===== src/hw/ncm_pkg.sv =====
package ncm_pkg;
    // clock and times
    localparam int unsigned CLK_HZ = 20_000_000;
    localparam int unsigned CYCLES_PER_MS = CLK_HZ / 1000;
    localparam int unsigned HOLD_TIME_MS = 3000;
    localparam int unsigned DHCP_TIMEOUT_S = 60;
    localparam int unsigned SLOW_HALF_MS = 400;
    localparam int unsigned FAST_HALF_MS = 50;
    // cycle counts, top parameter defaults
    localparam logic [31:0] HOLD_CYCLES_DEF =
        32'(HOLD_TIME_MS * CYCLES_PER_MS);
    localparam logic [31:0] DHCP_CYCLES_DEF = 32'(DHCP_TIMEOUT_S * CLK_HZ);
    localparam logic [31:0] SLOW_HALF_DEF = 32'(SLOW_HALF_MS * CYCLES_PER_MS);
    localparam logic [31:0] FAST_HALF_DEF = 32'(FAST_HALF_MS * CYCLES_PER_MS);
    // settle cycles after reset
    localparam logic [2:0] SETTLE_CYCLES = 3'h4;
    // register byte offsets
    localparam logic [7:0] REG_IP = 8'h00;
    localparam logic [7:0] REG_MASK = 8'h04;
    localparam logic [7:0] REG_GATEWAY = 8'h08;
    localparam logic [7:0] REG_DNS = 8'h0C;
    localparam logic [7:0] REG_FLAGS = 8'h10;
    localparam logic [7:0] REG_HOSTNAME = 8'h14;
    localparam logic [7:0] REG_COMMIT = 8'h18;
    localparam logic [7:0] REG_STATUS = 8'h1C;
    localparam logic [7:0] REG_IRQ_STAT = 8'h20;
    localparam logic [7:0] REG_IRQ_MASK = 8'h24;
    // field positions
    localparam int FLAG_DHCP_BIT = 0;
    localparam int COMMIT_BIT = 0;
    localparam int STAT_SW_BIT = 4;
    localparam int STAT_HOSTS_BIT = 5;
    localparam int STAT_DHCP_BIT = 6;
    localparam int IRQ_CONFIG = 0;
    localparam int IRQ_DHCP_TO = 1;
    localparam int IRQ_DEFAULTS = 2;
    localparam int IRQ_COMMIT = 3;
    localparam int IRQ_REFUSED = 4;
    localparam int IRQ_W = 5;
    // factory defaults, also reset values
    localparam logic [31:0] DEF_IP = 32'h0000_0000;
    localparam logic [31:0] DEF_MASK = 32'h0000_0000;
    localparam logic [31:0] DEF_GATEWAY = 32'h0000_0000;
    localparam logic [31:0] DEF_DNS = 32'h0000_0000;
    localparam logic DEF_DHCP = 1'b1;
    localparam logic [31:0] DEF_HOSTNAME = 32'h0000_0A5C; // arbitrary value
    // operating states
    typedef enum logic [2:0] {
        ST_POWERON, ST_POHOLD, ST_PORESTORE, ST_BOOT,
        ST_NORMAL, ST_HOLD, ST_ARMED, ST_CONFIG
    } ncm_state_t;
    // indicator patterns
    typedef enum logic [2:0] {
        LED_OFF, LED_YELLOW, LED_RED, LED_ALT_FAST, LED_ALT_RAMP, LED_BOOT
    } ncm_led_t;
endpackage : ncm_pkg


===== src/hw/ncm_mode_ctrl.sv =====
// Implementation choices: strobed register access and the register addresses.
`timescale 1ns/1ns
// Notes on behaviour
// - network parameter writes are dropped outside configuration mode
// - with DHCP selected and no answer, enter configuration mode after 60 s
// - in normal operation, a three second switch hold arms configuration
// - configuration mode halts normal running, indicator alternates fast
// - host connections are refused throughout configuration mode
// - switch presses are ignored while any host connection is open
// - releasing before three seconds returns to normal operation unchanged
// - while held, indicator alternates slowly, speeds up, steady red at 3 s
// - normal operation shows a steady yellow indicator
// - releasing after steady red enters configuration mode
// - configuration mode lasts until power off or new settings committed
// - a three second hold at power-on restores factory default parameters
// - an early release at power-on keeps settings and boots normally
// - after a defaults restore, boot resumes when the switch is released
// - committed settings cause an automatic reboot using them
// - a mandatory host name is kept and offered in DHCP requests
// - either DHCP or static address, mask, gateway and name server stored
// - current network parameters are readable in normal operation
module ncm_mode_ctrl import ncm_pkg::*; #(
    parameter logic [31:0] HOLD_CYCLES = HOLD_CYCLES_DEF,
    parameter logic [31:0] DHCP_CYCLES = DHCP_CYCLES_DEF,
    parameter logic [31:0] SLOW_HALF = SLOW_HALF_DEF,
    parameter logic [31:0] FAST_HALF = FAST_HALF_DEF
) (
    // clock and reset
    input wire logic mclk,
    input wire logic rst,
    // register port
    input wire logic [7:0] regAddr,
    input wire logic [31:0] regWdata,
    input wire logic regWrite,
    input wire logic regRead,
    output logic [31:0] regRdata,
    // interrupt
    output logic irq,
    // configuration switch pin, high = pressed
    input wire logic cfgSwitch,
    // network stack side
    input wire logic hostsOpen,
    input wire logic dhcpBound,
    output logic dhcpRequest,
    output logic [31:0] dhcpHostName,
    output logic connRefuse,
    output logic normalRun,
    output logic configMode,
    output logic rebootReq,
    // power ready indicator
    output logic powerReadyRed,
    output logic powerReadyYellow
);
    localparam logic [31:0] STAGE1 = HOLD_CYCLES / 32'h0000_0003;
    localparam logic [31:0] STAGE2 = 32'(STAGE1 * 2);

    ncm_state_t state;
    ncm_state_t next_state;
    ncm_led_t ledPattern;
    logic [1:0] ledStage;
    logic swLevel;
    logic swPrev;
    logic swPress;
    logic [2:0] settleCount;
    logic settled;
    logic [31:0] holdCount;
    logic holdDone;
    logic [31:0] dhcpTimer;
    logic dhcpExpired;
    logic [31:0] netIp;
    logic [31:0] netMask;
    logic [31:0] netGateway;
    logic [31:0] netDns;
    logic dhcpSelect;
    logic [31:0] hostName;
    logic inConfig;
    logic paramAddr;
    logic paramWrite;
    logic paramRefused;
    logic nameOk;
    logic commitReq;
    logic restoreNow;
    logic [IRQ_W-1:0] irqStatus;
    logic [IRQ_W-1:0] irqMask;
    logic [IRQ_W-1:0] irqSet;
    logic [IRQ_W-1:0] irqClr;

    if (HOLD_CYCLES < 32'h0000_0008 || DHCP_CYCLES < 32'h0000_0002)
    begin : gBadCounts
        $error("ncm_mode_ctrl: hold or DHCP cycle count too small");
    end

    // switch pin crossing
    ncm_sync #(
        .WIDTH(1)
    ) uSwSync (
        .mclk(mclk),
        .rst(rst),
        .pinIn(cfgSwitch),
        .synced(swLevel)
    );

    // press edge
    always_ff @(posedge mclk or posedge rst)
    begin
        if (rst)
            swPrev <= 1'b0;
        else
            swPrev <= swLevel;
    end
    assign swPress = swLevel & ~swPrev;

    // wait for the synchroniser to fill
    always_ff @(posedge mclk or posedge rst)
    begin
        if (rst)
            settleCount <= 3'h0;
        else if (!settled)
            settleCount <= settleCount + 3'h1;
    end
    assign settled = (settleCount == SETTLE_CYCLES);

    // hold timer, cleared while released
    always_ff @(posedge mclk or posedge rst)
    begin
        if (rst)
            holdCount <= 32'h0000_0000;
        else if (!swLevel || !(state == ST_POHOLD || state == ST_HOLD))
            holdCount <= 32'h0000_0000;
        else if (!holdDone)
            holdCount <= holdCount + 32'h0000_0001;
    end
    assign holdDone = (holdCount == HOLD_CYCLES - 32'h0000_0001);

    // DHCP wait timer, booting with DHCP only
    always_ff @(posedge mclk or posedge rst)
    begin
        if (rst)
            dhcpTimer <= 32'h0000_0000;
        else if (state != ST_BOOT || !dhcpSelect)
            dhcpTimer <= 32'h0000_0000;
        else if (!dhcpExpired)
            dhcpTimer <= dhcpTimer + 32'h0000_0001;
    end
    assign dhcpExpired = (dhcpTimer == DHCP_CYCLES - 32'h0000_0001);

    // register access decode
    assign inConfig = (state == ST_CONFIG);
    assign paramAddr = (regAddr == REG_IP) || (regAddr == REG_MASK) ||
        (regAddr == REG_GATEWAY) || (regAddr == REG_DNS) ||
        (regAddr == REG_FLAGS) || (regAddr == REG_HOSTNAME);
    assign nameOk = (regAddr != REG_HOSTNAME) || (regWdata != 32'h0000_0000);
    assign paramWrite = regWrite && paramAddr && inConfig && nameOk;
    assign paramRefused = regWrite && paramAddr && !(inConfig && nameOk);
    assign commitReq = regWrite && (regAddr == REG_COMMIT) &&
        regWdata[COMMIT_BIT] && inConfig;
    assign restoreNow = (state == ST_POHOLD) && swLevel && holdDone;

    // mode sequencing
    always_comb
    begin
        next_state = state;
        case (state)
            ST_POWERON:
            begin
                if (settled)
                    next_state = swLevel ? ST_POHOLD : ST_BOOT;
            end
            ST_POHOLD:
            begin
                if (!swLevel)
                    next_state = ST_BOOT;
                else if (holdDone)
                    next_state = ST_PORESTORE;
            end
            ST_PORESTORE:
            begin
                if (!swLevel)
                    next_state = ST_BOOT;
            end
            ST_BOOT:
            begin
                if (!dhcpSelect || dhcpBound)
                    next_state = ST_NORMAL;
                else if (dhcpExpired)
                    next_state = ST_CONFIG;
            end
            ST_NORMAL:
            begin
                if (swPress && !hostsOpen)
                    next_state = ST_HOLD;
            end
            ST_HOLD:
            begin
                if (!swLevel || hostsOpen)
                    next_state = ST_NORMAL;
                else if (holdDone)
                    next_state = ST_ARMED;
            end
            ST_ARMED:
            begin
                if (!swLevel)
                    next_state = ST_CONFIG;
            end
            ST_CONFIG:
            begin
                if (commitReq)
                    next_state = ST_BOOT;
            end
            default: next_state = ST_POWERON;
        endcase
    end

    // state register
    always_ff @(posedge mclk or posedge rst)
    begin
        if (rst)
            state <= ST_POWERON;
        else
            state <= next_state;
    end

    // stored network parameters
    always_ff @(posedge mclk or posedge rst)
    begin
        if (rst)
        begin
            netIp <= DEF_IP;
            netMask <= DEF_MASK;
            netGateway <= DEF_GATEWAY;
            netDns <= DEF_DNS;
            dhcpSelect <= DEF_DHCP;
            hostName <= DEF_HOSTNAME;
        end
        else if (restoreNow)
        begin
            netIp <= DEF_IP;
            netMask <= DEF_MASK;
            netGateway <= DEF_GATEWAY;
            netDns <= DEF_DNS;
            dhcpSelect <= DEF_DHCP;
            hostName <= DEF_HOSTNAME;
        end
        else if (paramWrite)
        begin
            case (regAddr)
                REG_IP: netIp <= regWdata;
                REG_MASK: netMask <= regWdata;
                REG_GATEWAY: netGateway <= regWdata;
                REG_DNS: netDns <= regWdata;
                REG_FLAGS: dhcpSelect <= regWdata[FLAG_DHCP_BIT];
                REG_HOSTNAME: hostName <= regWdata;
                default: netIp <= netIp;
            endcase
        end
    end

    // read data, one cycle after the strobe
    always_ff @(posedge mclk or posedge rst)
    begin
        if (rst)
            regRdata <= 32'h0000_0000;
        else if (!regRead)
            regRdata <= 32'h0000_0000;
        else
        begin
            case (regAddr)
                REG_IP: regRdata <= netIp;
                REG_MASK: regRdata <= netMask;
                REG_GATEWAY: regRdata <= netGateway;
                REG_DNS: regRdata <= netDns;
                REG_FLAGS: regRdata <= 32'(dhcpSelect);
                REG_HOSTNAME: regRdata <= hostName;
                REG_STATUS: regRdata <= 32'({dhcpSelect, hostsOpen,
                    swLevel, 1'b0, state});
                REG_IRQ_STAT: regRdata <= 32'(irqStatus);
                REG_IRQ_MASK: regRdata <= 32'(irqMask);
                default: regRdata <= 32'h0000_0000;
            endcase
        end
    end

    // interrupt events, set beats clear
    always_comb
    begin
        irqSet = '0;
        irqSet[IRQ_CONFIG] = (next_state == ST_CONFIG) && !inConfig;
        irqSet[IRQ_DHCP_TO] = (state == ST_BOOT) &&
            (next_state == ST_CONFIG);
        irqSet[IRQ_DEFAULTS] = restoreNow;
        irqSet[IRQ_COMMIT] = commitReq;
        irqSet[IRQ_REFUSED] = paramRefused;
        irqClr = '0;
        if (regWrite && regAddr == REG_IRQ_STAT)
            irqClr = regWdata[IRQ_W-1:0];
    end

    // sticky status and mask
    always_ff @(posedge mclk or posedge rst)
    begin
        if (rst)
        begin
            irqStatus <= '0;
            irqMask <= '0;
        end
        else
        begin
            irqStatus <= (irqStatus & ~irqClr) | irqSet;
            if (regWrite && regAddr == REG_IRQ_MASK)
                irqMask <= regWdata[IRQ_W-1:0];
        end
    end

    // interrupt line
    always_ff @(posedge mclk or posedge rst)
    begin
        if (rst)
            irq <= 1'b0;
        else
            irq <= |(irqStatus & irqMask);
    end

    // mode outputs from the next state; reboot request from the commit strobe, host name from storage
    always_ff @(posedge mclk or posedge rst)
    begin
        if (rst)
        begin
            normalRun <= 1'b0;
            configMode <= 1'b0;
            connRefuse <= 1'b1;
            dhcpRequest <= 1'b0;
            rebootReq <= 1'b0;
            dhcpHostName <= DEF_HOSTNAME;
        end
        else
        begin
            normalRun <= (next_state == ST_NORMAL) ||
                (next_state == ST_HOLD) || (next_state == ST_ARMED);
            configMode <= (next_state == ST_CONFIG);
            connRefuse <= (next_state == ST_CONFIG) ||
                (next_state == ST_POWERON) || (next_state == ST_POHOLD) ||
                (next_state == ST_PORESTORE);
            dhcpRequest <= (next_state == ST_BOOT) && dhcpSelect;
            rebootReq <= commitReq;
            dhcpHostName <= hostName;
        end
    end

    // indicator pattern per state
    always_comb
    begin
        ledStage = 2'h0;
        if (holdCount >= STAGE2)
            ledStage = 2'h2;
        else if (holdCount >= STAGE1)
            ledStage = 2'h1;
        case (state)
            ST_POWERON, ST_BOOT: ledPattern = LED_BOOT;
            ST_POHOLD, ST_HOLD: ledPattern = LED_ALT_RAMP;
            ST_PORESTORE, ST_ARMED: ledPattern = LED_RED;
            ST_NORMAL: ledPattern = LED_YELLOW;
            ST_CONFIG: ledPattern = LED_ALT_FAST;
            default: ledPattern = LED_OFF;
        endcase
    end

    // indicator driver
    ncm_led #(
        .SLOW_HALF(SLOW_HALF),
        .FAST_HALF(FAST_HALF)
    ) uLed (
        .mclk(mclk),
        .rst(rst),
        .pattern(ledPattern),
        .stage(ledStage),
        .red(powerReadyRed),
        .yellow(powerReadyYellow)
    );
endmodule : ncm_mode_ctrl


===== src/hw/ncm_sync.sv =====
`timescale 1ns/1ns
module ncm_sync #(
    parameter int WIDTH = 1
) (
    // clock and reset
    input wire logic mclk,
    input wire logic rst,
    // pin side and clean side
    input wire logic [WIDTH-1:0] pinIn,
    output logic [WIDTH-1:0] synced
);
    logic [WIDTH-1:0] stage1;

    if (WIDTH < 1)
    begin : gBadWidth
        $error("ncm_sync: WIDTH must be at least one");
    end

    // two flops per bit, first read only by second
    for (genvar i = 0; i < WIDTH; i++)
    begin : gBit
        always_ff @(posedge mclk or posedge rst)
        begin
            if (rst)
            begin
                stage1[i] <= 1'b0;
                synced[i] <= 1'b0;
            end
            else
            begin
                stage1[i] <= pinIn[i];
                synced[i] <= stage1[i];
            end
        end
    end
endmodule : ncm_sync


===== src/hw/ncm_led.sv =====
`timescale 1ns/1ns
module ncm_led import ncm_pkg::*; #(
    parameter logic [31:0] SLOW_HALF = SLOW_HALF_DEF,
    parameter logic [31:0] FAST_HALF = FAST_HALF_DEF
) (
    // clock and reset
    input wire logic mclk,
    input wire logic rst,
    // pattern select
    input wire ncm_led_t pattern,
    input wire logic [1:0] stage,
    // two colour indicator
    output logic red,
    output logic yellow
);
    logic [31:0] halfLen;
    logic [31:0] halfCount;
    logic phase;

    if (SLOW_HALF < 32'h0000_0004 || FAST_HALF < 32'h0000_0001)
    begin : gBadHalf
        $error("ncm_led: blink half periods too short");
    end

    // ramp halves the half period per stage
    always_comb
    begin
        if (pattern == LED_ALT_FAST)
            halfLen = FAST_HALF;
        else
            halfLen = SLOW_HALF >> stage;
    end

    // half period counter, >= for a shrinking length
    always_ff @(posedge mclk or posedge rst)
    begin
        if (rst)
        begin
            halfCount <= 32'h0000_0000;
            phase <= 1'b0;
        end
        else if (halfCount >= halfLen - 32'h0000_0001)
        begin
            halfCount <= 32'h0000_0000;
            phase <= ~phase;
        end
        else
            halfCount <= halfCount + 32'h0000_0001;
    end

    // colour drive
    always_ff @(posedge mclk or posedge rst)
    begin
        if (rst)
        begin
            red <= 1'b0;
            yellow <= 1'b0;
        end
        else
        begin
            case (pattern)
                LED_YELLOW: {red, yellow} <= 2'h1;
                LED_RED: {red, yellow} <= 2'h2;
                LED_ALT_FAST, LED_ALT_RAMP: {red, yellow} <= {phase, ~phase};
                LED_BOOT: {red, yellow} <= {1'b0, phase};
                default: {red, yellow} <= 2'h0;
            endcase
        end
    end
endmodule : ncm_led


===== config.mk =====
export PLATFORM = sky130hd
export DESIGN_NAME = ncm_mode_ctrl
export DESIGN_NICKNAME = d
export VERILOG_FILES = /design/src/hw/ncm_pkg.sv /design/src/hw/ncm_mode_ctrl.sv /design/src/hw/ncm_sync.sv /design/src/hw/ncm_led.sv
export SDC_FILE = /design/constraint.sdc
export NUM_CORES = 1
export LEC_CHECK = 0
export ABC_CLOCK_PERIOD_IN_PS = 15000
export BUFFER_PORTS_ARGS = -buffer_cell sky130_fd_sc_hd__buf_4
export CAP_MARGIN = 25
export CORE_ASPECT_RATIO = 2
export CORE_MARGIN = 2
export CORE_UTILIZATION = 25
export CTS_CLUSTER_DIAMETER = 100
export DETAILED_ROUTE_END_ITERATION = 10
export PLACE_DENSITY = 0.41
export SYNTH_ARGS = -nofsm -noshare
export SYNTH_HDL_FRONTEND = slang
export SYNTH_SLANG_ARGS = --single-unit
export TNS_END_PERCENT = 50

===== constraint.sdc =====
create_clock -name mclk -period 15 [get_ports mclk]
set_input_delay 0.75 -clock mclk [delete_from_list [all_inputs] [get_ports mclk]]
set_output_delay 0.75 -clock mclk [all_outputs]
set_load 0.1 [all_outputs]

# --- Word-level counts from Yosys, hierarchy flattened ---
# Memories as Yosys holds them, arrays and structs flattened.
# Cells that the tools add are included.
op_classes:
  eq_ne: 35
  n_reduce_logical: 57
  n_div: 0
  shift: 1
  n_mux: 44
  add_sub_neg: 5
  n_lt_le_gt_ge: 3
  n_bitwise: 7
  mul: 0
ops:
  columns: ["op", "count"]
  rows:
  - ["32-bit 2-to-1 mux", 22]
  - ["32-bit one-hot mux with 9 select lines", 1]
  - ["32-bit by 1-bit adder with 32-bit output, second input constant", 3]
  - ["3-bit == test, second input constant", 11]
  - ["3-bit 2-to-1 mux", 11]
  - ["32-bit by 26-bit == test with 1-bit output, second input constant", 1]
  - ["32-bit by 31-bit == test with 1-bit output, second input constant", 1]
  - ["8-bit by 5-bit == test with 1-bit output, second input constant", 4]
  - ["32-bit by 25-bit >= comparator with 1-bit output, second input constant", 1]
  - ["32-bit by 26-bit >= comparator with 1-bit output, second input constant", 1]
  - ["32-bit >= comparator", 1]
  - ["32-bit nonzero test", 1]
  - ["23-bit by 2-bit >> shifter with 32-bit output, first input constant", 1]
  - ["32-bit by 1-bit subtractor with 32-bit output, second input constant", 1]
  - ["3-bit one-hot mux with 8 select lines", 1]
  - ["3-bit by 2-bit == test with 1-bit output, second input constant", 6]
  - ["8-bit by 4-bit == test with 1-bit output, second input constant", 2]
  - ["8-bit by 6-bit == test with 1-bit output, second input constant", 2]
  - ["1-bit logical AND", 16]
  - ["1-bit logical OR", 16]
  - ["2-bit nonzero test", 7]
  - ["2-bit AND reduction", 6]
  - ["5-bit AND", 2]
  - ["3-bit by 1-bit == test with 1-bit output, second input constant", 3]
  - ["19 further kinds", 31]
word_totals:
  input_bits: 47
  mem_bits_rw: 0
  latchBits: 0
  out_inout_bits: 72
  rom_bits: 24
  regBits: 349
  elab_cells: 180
  mem_count: 1
mem_list:
  columns: ["name", "words", "word_bits", "read_ports", "rd_ports_with_merged_regs", "wr", "line", "rtl"]
  rows:
  - ["(name not given)", 8, 3, 1, 0, 0, "ncm_mode_ctrl.sv:357", "case (state)"]

# --- Depth between registers and ports, before layout ---
# Gate-level depths: netlist of the first run.
logic_depth:
  ltp_word: 11
  ltp_mapped: 17
  mapped_depth_nobuf: 15

# --- Hierarchy ---
# From an unflattened synthesis of the first run, not the netlist that was laid out.
hier_totals:
  cells_unflattened: 1486
  area_unflattened_um2: 16203.0
by_module_without_submodules:
  columns: ["module", "n_inst", "cells_per_inst", "area_per_inst_um2"]
  rows:
  - ["ncm_mode_ctrl", 1, 1252, 13900.8]
  - ["ncm_led", 1, 231, 2248.4]
  - ["ncm_sync", 1, 3, 53.8]

# --- Least setup slack after synthesis of the first run ---
# OpenSTA, ideal clock, no wires.
synth_timing:
  kind: "reg-to-reg"
  startpoint: "register state[0]"
  endpoint: "register uLed.halfCount[10]"
  arrival_time_ns: 3.429
  setup_time_ns: 0.072
  path_stages_with_launch: 18
  slack_ns: 11.498
  synth_period_minus_slack_ns: 3.502
  path_buffers: 3
  required_time_ns: 14.928
  path_cell_list: "dfrtp_1 -> inv_1 -> ha_1 -> clkbuf_1 -> mux2i_1 -> nor3_1 -> clkinv_1 -> nand2_1 -> a21oi_1 -> ha_1 -> a21o_1 -> a21o_1 -> a21oi_1 -> o211ai_1 -> a41o_1 -> clkbuf_1 -> clkbuf_1 -> nor2_1"
synth_via:
  elab_chain_cells: 6
synth_lines:
  columns: ["item", "line", "rtl"]
  rows:
  - ["from (decl)", "ncm_mode_ctrl.sv:57", "ncm_state_t state;"]
  - ["from (signal assigned)", "ncm_mode_ctrl.sv:220", "state <= next_state;"]
  - ["memory read 8 x 3 bit", null, null]
  - ["3-bit by 2-bit == test with 1-bit output", "ncm_led.sv:28", "if (pattern == LED_ALT_FAST)"]
  - ["32-bit 2-to-1 mux", "ncm_led.sv:28", null]
  - ["32-bit by 1-bit subtractor with 32-bit output", "ncm_led.sv:42", "else if (halfCount >= halfLen - 32'h0000_0001)"]
  - ["32-bit >= comparator", "ncm_led.sv:42", null]
  - ["32-bit 2-to-1 mux", "ncm_led.sv:42", null]
  - ["to (signal assigned)", "ncm_led.sv:48", "halfCount <= halfCount + 32'h0000_0001;"]
  - ["to (decl)", "ncm_led.sv:17", "logic [31:0] halfCount;"]
# Every way passes these cells.
# A chain may end at the register's enable or synchronous reset.

# --- Final worst setup path of the first run ---
layout_timing:
  startpoint: "register state[1]"
  endpoint: "register uLed.halfCount[2]"
# Same word-level chain as after synthesis.

==> results.json, run 1 <==
{
  "r2r-end": "uLed.halfCount[2]",
  "ys.warnings.count": 0,
  "num_vias": 11380,
  "cts_setup_buffers": 0,
  "multi_input_area_sq_um": 6680,
  "synth_seq_area_share": 0.551,
  "grt_pass1_wl_um": 73700,
  "wl_um": 46700,
  "area_growth_pct": 18.4,
  "cts_root_buf": "clkbuf_16",
  "cts_inserted_buffers": 36,
  "drtAntennaViolNets": 0,
  "crit_end": "uLed.halfCount[2]",
  "finalInstanceArea_sq_um": 18800,
  "drive_gt1_frac": 0.148,
  "cp_top_family": "compound AO/OA/AOI/OAI gates",
  "fin_skew_ps": 24.0,
  "synth-main-ff-cell": "dfrtp_1",
  "cellLeakagePower_nw": 8.18,
  "crit_path_start": "state[1]",
  "r2r_slack_ps": 10920,
  "rsz0062_at_grt": "no",
  "drt-pass1-iter-count": 5,
  "cts_resized": 0,
  "syn_avg_cell_area_sq_um": 10.9,
  "powerDensity_nw_per_um2": 119,
  "cts_max_path_buffers": 3,
  "num_antenna_cells": 0,
  "num_io_pins": 119,
  "critPathBufInv": 3,
  "cts_htree_levels": 2,
  "place.gp.congestion": 0.779,
  "dieHeight_um": 361,
  "viasPerCell": 4.81,
  "period_share": 0.272,
  "initial_core_util": 0.253,
  "slew_headroom": 0.319,
  "fmax_ghz": 0.245,
  "ys_types": 69,
  "maxCapViolations": 0,
  "mostFrequentLayoutCells": "dfrtp_1, nor2_1, mux2i_1, buf_4, nand2_1",
  "chipWidth_um": 182,
  "cts_sinks": 349,
  "hold_class": "in2reg",
  "critPathArrivalTime_ps": 4550,
  "layout_commonest_cell": "dfrtp_1",
  "cts_tree": "yes",
  "path_depth": 16,
  "endpoint_kind": "flop",
  "worst_pin_slew_ps": 1020,
  "r2r-start": "state[1]",
  "maxSlewViolCount": 0,
  "crit_chain": "inv_1 -> ha_1 -> nand2_1 -> o21ai_0 -> nor3_1 -> clkinv_1 -> nand2_1 -> a21oi_1 -> ha_1 -> a21o_1 -> a21o_1 -> a21oi_1 -> o211ai_1 -> a41o_1 -> buf_8 -> nor2_1",
  "core.rowCount": 130,
  "antenna_found_initial": 4,
  "crit_path_start_kind": "flop",
  "slowest_delay_ps": 530,
  "insertion_delay_ps": 560,
  "r2r_cells": 16,
  "regArea_sq_um": 8750,
  "netlist_instances": 1452,
  "critPathSlowestCell": "dfrtp_1",
  "period_needed_ps": 4080,
  "portBuffers": 118,
  "drc_errors": 0,
  "dieArea_sq_um": 65700,
  "irDropWorstVdd_mv": 0.0801,
  "drtIter0Drc": 741,
  "fillers": 6503,
  "final.setup.tns_ps": 0,
  "async_flop_share": 1.00,
  "place_hpwl_um": 30200,
  "crit_fanout": 18,
  "finalNetCount": 1625,
  "syn_area_sq_um": 15900,
  "clk_pin_slew_ps": 60,
  "gr-total-overflow": 0,
  "status": "completed",
  "fp.coreArea_sq_um": 62800,
  "grt_usage": 0.144,
  "hold_violations": 0,
  "place_inst": 2301,
  "grt_max_degree": 175,
  "instances_no_fill": 2368,
  "hold_buffers": 0,
  "grt_pass1_vias": 12035,
  "final-setup-viol-count": 0,
  "ys_seq_elements": 349,
  "required_ps": 15480,
  "dpl_cell_area_sq_um": 17600,
  "synth_edf_count": 0,
  "critPathKind": "reg2reg",
  "wire_per_inst_um": 19.7
}
## state kept, by name (all words and copies together) (netlist names), 3 cells and up
register,flops
settleCount,3
netIp,32
netDns,32
netMask,32
irqMask,5
regRdata,32
uLed.halfCount,32
state,3
netGateway,32
dhcpTimer,32
irqStatus,5
hostName,32
dhcpHostName,32
holdCount,32
## through the flow
stage | worst slack [ps] | hold WS (ps) | power [mW] | utilization
2_1_floorplan | 4590 | 331 | 1.20 | -
3_3_place_gp | 10720 | 373 | 1.30 | 0.279
3_5_place_dp | 10670 | 375 | 1.31 | 0.280
4_1_cts | 10660 | 274 | 2.29 | 0.299
5_1_grt | 10510 | 282 | 2.35 | 0.300
6_report | 10920 | 312 | 2.24 | 0.300
## area by class of cell
cell class,count,area share
clock buffer,54,0.0575
tap,792,0.0527
sequential,349,0.465
multi-input combinational,1003,0.355
clock inverter,12,0.00812
timing repair buffer,137,0.0568
inverter,21,0.00459
## per-layer routing
layer	vias to the layer above	wire, um	GRT usage
li1	5303	-	-
met2	273	24400	0.260
met5	-	50	0
met4	8	1460	0.0533
met3	82	2230	0.0275
met1	5714	18500	0.168
## power breakdown
| group | internal (mW) | switching (mW) | leakage (nW) |
|---|---|---|---|
| combinational | 0.0859 | 0.207 | 2.80 |
| clock | 0.554 | 0.404 | 0.607 |
| sequential | 0.964 | 0.0255 | 4.77 |
| total | 1.60 | 0.636 | 8.18 |
## synth_stat cells, drive strengths merged, types with 6 or more instances
| cell type | number | area (sq um) |
|---|---|---|
| a21o | 6 | 45.0 |
| a21oi | 39 | 195 |
| a222oi | 22 | 220 |
| a22oi | 53 | 398 |
| a31oi | 14 | 87.6 |
| and2 | 6 | 37.5 |
| and3 | 14 | 87.6 |
| and4 | 13 | 114 |
| buf | 29 | 240 |
| clkbuf | 58 | 218 |
| dfrtp | 335 | 8380 |
| dfstp | 14 | 368 |
| ha | 30 | 375 |
| inv | 20 | 75.1 |
| mux2 | 6 | 67.6 |
| mux2i | 164 | 1640 |
| nand2 | 73 | 277 |
| nand3 | 49 | 255 |
| nand4 | 31 | 194 |
| nor2 | 270 | 1020 |
| nor2b | 12 | 75.1 |
| nor3 | 17 | 95.1 |
| nor4 | 18 | 131 |
| nor4b | 7 | 82.6 |
| o21ai | 20 | 100 |
| or3 | 10 | 62.6 |
| xnor2 | 18 | 158 |
| xor2 | 60 | 526 |
## worst reg2reg max path, stage by stage, from the launching register on
cell	delay (ps)
dfrtp_1	530
inv_1	160
ha_1	280
nand2_1	90
o21ai_0	140
nor3_1	530
clkinv_1	430
nand2_1	190
a21oi_1	60
ha_1	320
a21o_1	160
a21o_1	170
a21oi_1	140
o211ai_1	100
a41o_1	380
buf_8	230
nor2_1	110
## cells by family after synthesis
group | synth area share
other | 0.000473
buffers and inverters | 0.0338
XOR/XNOR | 0.0430
adder cells (fa/ha/maj) | 0.0236
AO/OA/AOI/OAI | 0.0829
flip-flops | 0.551
multiplexers | 0.108
AND/OR/NAND/NOR | 0.158
## how the worst min path moves through the flow
stage / startpoint / to / slack (ps) / cells after the start
after floorplan: uSwSync.stage1 / uSwSync.synced / 330 / 0
after global placement: hostName[11] / dhcpHostName[11] / 370 / 0
after detailed placement: hostName[11] / dhcpHostName[11] / 380 / 0
after CTS: cfgSwitch / uSwSync.stage1 / 270 / 1
after global routing: cfgSwitch / uSwSync.stage1 / 280 / 1
final: cfgSwitch / uSwSync.stage1 / 310 / 1
Note: power is estimated with default switching activity, not from simulation.
==> inputs of run 2 (changes only) <==
ABC_CLOCK_PERIOD_IN_PS = 3400   (was 15000)
PLACE_DENSITY = 0.42   (was 0.41)
clock period = 3.4 ns   (was 15 ns; I/O delays follow)
==> results.json, run 2 (synthesis results as in run 1) <==
{
  "p_int_mw": 7.10,
  "clkPwrFrac": 0.422,
  "drive_gt1_frac": 0.166,
  "place_inst": 2335,
  "netSwitchingFraction": 0.286,
  "finalPower_mw": 9.95,
  "hold_class": "in2reg",
  "core.rowCount": 130,
  "slew_headroom": 0.395,
  "viasPerCell": 4.80,
  "slowest_delay_ps": 440,
  "critPathKind": "reg2reg",
  "area_growth_pct": 23.3,
  "clk_pin_slew_ps": 70,
  "maxCapViolations": 0,
  "pwr-share-comb": 0.143,
  "crit_path_start_kind": "flop",
  "required_ps": 3820,
  "power_frac_seq": 0.435,
  "powerDensity_nw_per_um2": 508,
  "final-setup-viol-count": 0,
  "p_sw_mw": 2.85,
  "maxSlewViolCount": 0,
  "rsz0062_at_grt": "yes",
  "insertion_delay_ps": 550,
  "endpoint_kind": "flop",
  "holdWs_ps": 75.3,
  "instances_no_fill": 2441,
  "status": "completed",
  "cts_root_buf": "clkbuf_16",
  "drc_errors": 0,
  "fin_skew_ps": 23.7,
  "grt_max_degree": 149,
  "drtIter0Drc": 785,
  "cts_inserted_buffers": 37,
  "cts_tree": "yes",
  "fp.coreArea_sq_um": 62800,
  "antenna_found_initial": 3,
  "grt_pass1_wl_um": 74500,
  "chipWidth_um": 182,
  "portBuffers": 118,
  "crit_chain": "o211a_1 -> o21a_1 -> o31ai_1 -> a21oi_1 -> o31ai_1 -> buf_4 -> a21oi_1 -> ha_1 -> a21o_1 -> a21o_1 -> a21oi_1 -> o211ai_1 -> a41o_4 -> buf_12 -> xor2_1",
  "grt_pass1_vias": 12253,
  "dieHeight_um": 361,
  "crit_top_cell": "a21oi_1",
  "cts_sinks": 349,
  "dieArea_sq_um": 65700,
  "place_hpwl_um": 31400,
  "period_needed_ps": 3240,
  "worst_pin_slew_ps": 907,
  "cts_max_path_buffers": 3,
  "crit_fanout": 11,
  "irDropWorstVdd_mv": 0.345,
  "fmax_ghz": 0.309,
  "gr-total-overflow": 0,
  "drt-pass1-iter-count": 5,
  "hold_violations": 0,
  "grt_usage": 0.145,
  "utilization": 0.312,
  "layout_commonest_cell": "dfrtp_1",
  "critPathArrivalTime_ps": 3660,
  "wire_per_inst_um": 19.4,
  "wl_um": 47300,
  "cellLeakagePower_nw": 8.54,
  "initial_core_util": 0.253,
  "num_antenna_cells": 0,
  "finalNetCount": 1698,
  "mostFrequentLayoutCells": "dfrtp_1, nor2_1, mux2i_1, buf_4, nand2_1",
  "period_share": 0.953,
  "place.gp.congestion": 0.823,
  "final.setup.tns_ps": 0,
  "num_io_pins": 119,
  "critPathSlowestCell": "dfrtp_2",
  "drtAntennaViolNets": 0,
  "cts_htree_levels": 2,
  "num_vias": 11727
}
-- run 2: power groups by stage --
stage / logic (mW) / registers [mW] / clock network [mW]
global placement: 1.38 / 4.41 / 0
CTS: 1.44 / 4.33 / 4.36
detailed placement: 1.39 / 4.40 / 0
floorplan: 0.675 / 4.62 / 0
global route: 1.57 / 4.34 / 4.50
finish: 1.42 / 4.33 / 4.20
-- run 2: final timing paths --
kind	startpoint	endpoint	slack [ps]	depth (start not counted)
max in group asynchronous	rst	dhcpHostName[12]	1950	4
max	holdCount[9]	uLed.phase	160	15
min reg2reg	hostName[2]	dhcpHostName[2]	380	0
min in group asynchronous	rst	hostName[21]	240	3
min	regAddr[2]	rebootReq	80	4
max reg2reg	holdCount[9]	uLed.phase	160	15
-- run 2: final cells by class --
class                      instances  area (sq um)
fill                            6505         43200
sequential                       349          8750
multi-input combinational       1003          6710
timing repair buffer             209          1820
clock buffer                      56          1100
tap                              792           991
clock inverter                    11           134
inverter                          21          82.6
-- run 2: worst max-delay path: cells and delay by family, from the launching register on --
family                     cells  cell delay, ps
AOI/OAI and AO/OA             11            1900
xor gates and xnor gates       1             130
adders and majority gates      1             300
buffers and inverters          2             330
DFF                            1             440
-- run 2: routing by layer --
metal  GRT usage  share of wire  vias up
li1            -              -     5445
met4      0.0604          0.037        6
met5           0        0.00087        -
met2       0.266           0.52      268
met3      0.0180          0.037       87
met1       0.169           0.40     5921
-- run 2: timing repair --
action	4_1_cts	5_1_grt
pin swaps	0	2
hold buffers	37	0
endpoints found under the hold margin	188	0
buffers inserted	0	2
gates resized for setup	2	5
endpoints found under the setup margin	15	16
-- run 2: per-stage QoR --
stage	cell area, sq um	worst slack (ps)
CTS	19500	58.8
finish	19600	159
floorplan	15900	-1430
global route	19600	-8.51
global placement	17900	-30.2
detailed placement	17900	-35.5
==> inputs of run 3 (changes only) <==
CORE_ASPECT_RATIO = unset   (was 2)
==> results.json, run 3 (synthesis results as in run 1) <==
{
  "dieArea_sq_um": 65600,
  "layout_commonest_cell": "dfrtp_1",
  "crit_fanout": 15,
  "place.gp.congestion": 0.764,
  "final-setup-viol-count": 0,
  "core.rowCount": 92,
  "finalNetCount": 1696,
  "r2r_cells": 17,
  "fin_skew_ps": 13.3,
  "path_depth": 17,
  "grt_max_degree": 80,
  "critPathSlowestCell": "dfrtp_2",
  "endpoint_kind": "flop",
  "chipWidth_um": 256,
  "hold_violations": 0,
  "drc_errors": 0,
  "final.setup.worst_slack_ps": 286,
  "slowest_delay_ps": 440,
  "drtIter0Drc": 800,
  "num_vias": 11573,
  "fp.coreArea_sq_um": 63000,
  "drtAntennaViolNets": 0,
  "drt-pass1-iter-count": 5,
  "gr-total-overflow": 0,
  "cts_htree_levels": 2,
  "grt_usage": 0.141,
  "critPathArrivalTime_ps": 3610,
  "area_growth_pct": 23.6,
  "dieHeight_um": 256,
  "period_share": 0.916,
  "initial_core_util": 0.252,
  "holdWs_ps": 40.1,
  "viasPerCell": 4.63,
  "maxCapViolations": 0,
  "r2r-end": "uLed.halfCount[14]",
  "critPathBufInv": 4,
  "wl_um": 45800,
  "cts_max_path_buffers": 3,
  "powerDensity_nw_per_um2": 518,
  "cts_inserted_buffers": 42,
  "critPathKind": "reg2reg",
  "clk_pin_slew_ps": 60,
  "crit_path_start": "state[1]",
  "mostFrequentLayoutCells": "dfrtp_1, nor2_1, mux2i_1, buf_4, nand2_1",
  "drive_gt1_frac": 0.161,
  "insertion_delay_ps": 570,
  "r2r-start": "state[1]",
  "cellLeakagePower_nw": 8.54,
  "worst_pin_slew_ps": 790,
  "dp_slack_ps": 271,
  "crit_chain": "inv_1 -> ha_1 -> nand2_1 -> o21ai_0 -> nor3_1 -> buf_4 -> clkinv_1 -> nand2_1 -> a21oi_1 -> ha_1 -> a21o_1 -> a21o_1 -> a21oi_1 -> o211ai_1 -> a41o_1 -> buf_4 -> nor2_1",
  "required_ps": 3900,
  "wire_per_inst_um": 18.3,
  "irDropWorstVdd_mv": 0.358,
  "grt_pass1_vias": 12131,
  "fillers": 6545,
  "hold_class": "in2reg",
  "cp_top_family": "compound AO/OA/AOI/OAI gates",
  "grt_pass1_wl_um": 72900,
  "cts_root_buf": "clkbuf_16",
  "cts_tree": "yes",
  "maxSlewViolCount": 0,
  "portBuffers": 118,
  "period_needed_ps": 3110,
  "crit_path_start_kind": "flop",
  "utilization": 0.312,
  "crit_end": "uLed.halfCount[14]",
  "cts_sinks": 349,
  "antenna_found_initial": 7,
  "num_io_pins": 119,
  "place_hpwl_um": 29800,
  "slew_headroom": 0.473,
  "fmax_ghz": 0.321,
  "r2r_slack_ps": 290,
  "rsz0062_at_grt": "no",
  "status": "completed"
}
run 3: worst min-delay path: cells and delay by family:
kind                   cells  cell delay (ps)
buffers and inverters      1              100
AND/OR/NAND/NOR            3              280
run 3: metal layers:
layer  track usage  wire length, um
met5             0               57
met4        0.0302              809
met3        0.0370             2560
met2         0.224            20800
met1         0.192            21600
run 3: power breakdown:
part           switching (mW)  internal (mW)
clock network            1.83           2.61
logic                   0.960          0.437
registers              0.0916           4.26
total                    2.88           7.30
run 3: worst min path at each step:
stage,startpoint,endpoint,cells after the start
after floorplan,cfgSwitch,uSwSync.stage1,0
after global placement,cfgSwitch,uSwSync.stage1,1
after detailed placement,cfgSwitch,uSwSync.stage1,1
after CTS,regAddr[2],rebootReq,4
after global routing,regAddr[2],rebootReq,4
final,regAddr[2],rebootReq,4
run 3: layout make-up:
class / instances / area [sq um] / share of cell area
clock inverters: 11 / 135 / 0.00688
clock buffers: 65 / 1210 / 0.0615
inverters: 21 / 82.6 / 0.00421
diodes: 2 / 5.00 / 0.000255
well taps: 846 / 1060 / 0.0539
repair buffers: 202 / 1720 / 0.0875
multi-input cells: 1003 / 6680 / 0.340
flip-flops and latches: 349 / 8750 / 0.446
run 3: stage by stage:
step | instances | cell area (sq um) | setup TNS (ps) | power [mW]
3_5_place_dp | 2383 | 17900 | 0 | 5.78
6_report | 2499 | 19600 | 0 | 10.2
3_3_place_gp | 2382 | 17900 | 0 | 5.76
2_1_floorplan | 1460 | 15900 | -483660 | 5.29
5_1_grt | 2498 | 19600 | 0 | 10.7
4_1_cts | 2497 | 19600 | 0 | 10.3
run 3: repair_timing:
item                                    4_1_cts  5_1_grt
endpoints found under the hold margin       190        0
hold buffers                                 38        0
setup buffers                                 0        0
resized for setup                             0        1
endpoints found under the setup margin        0       22
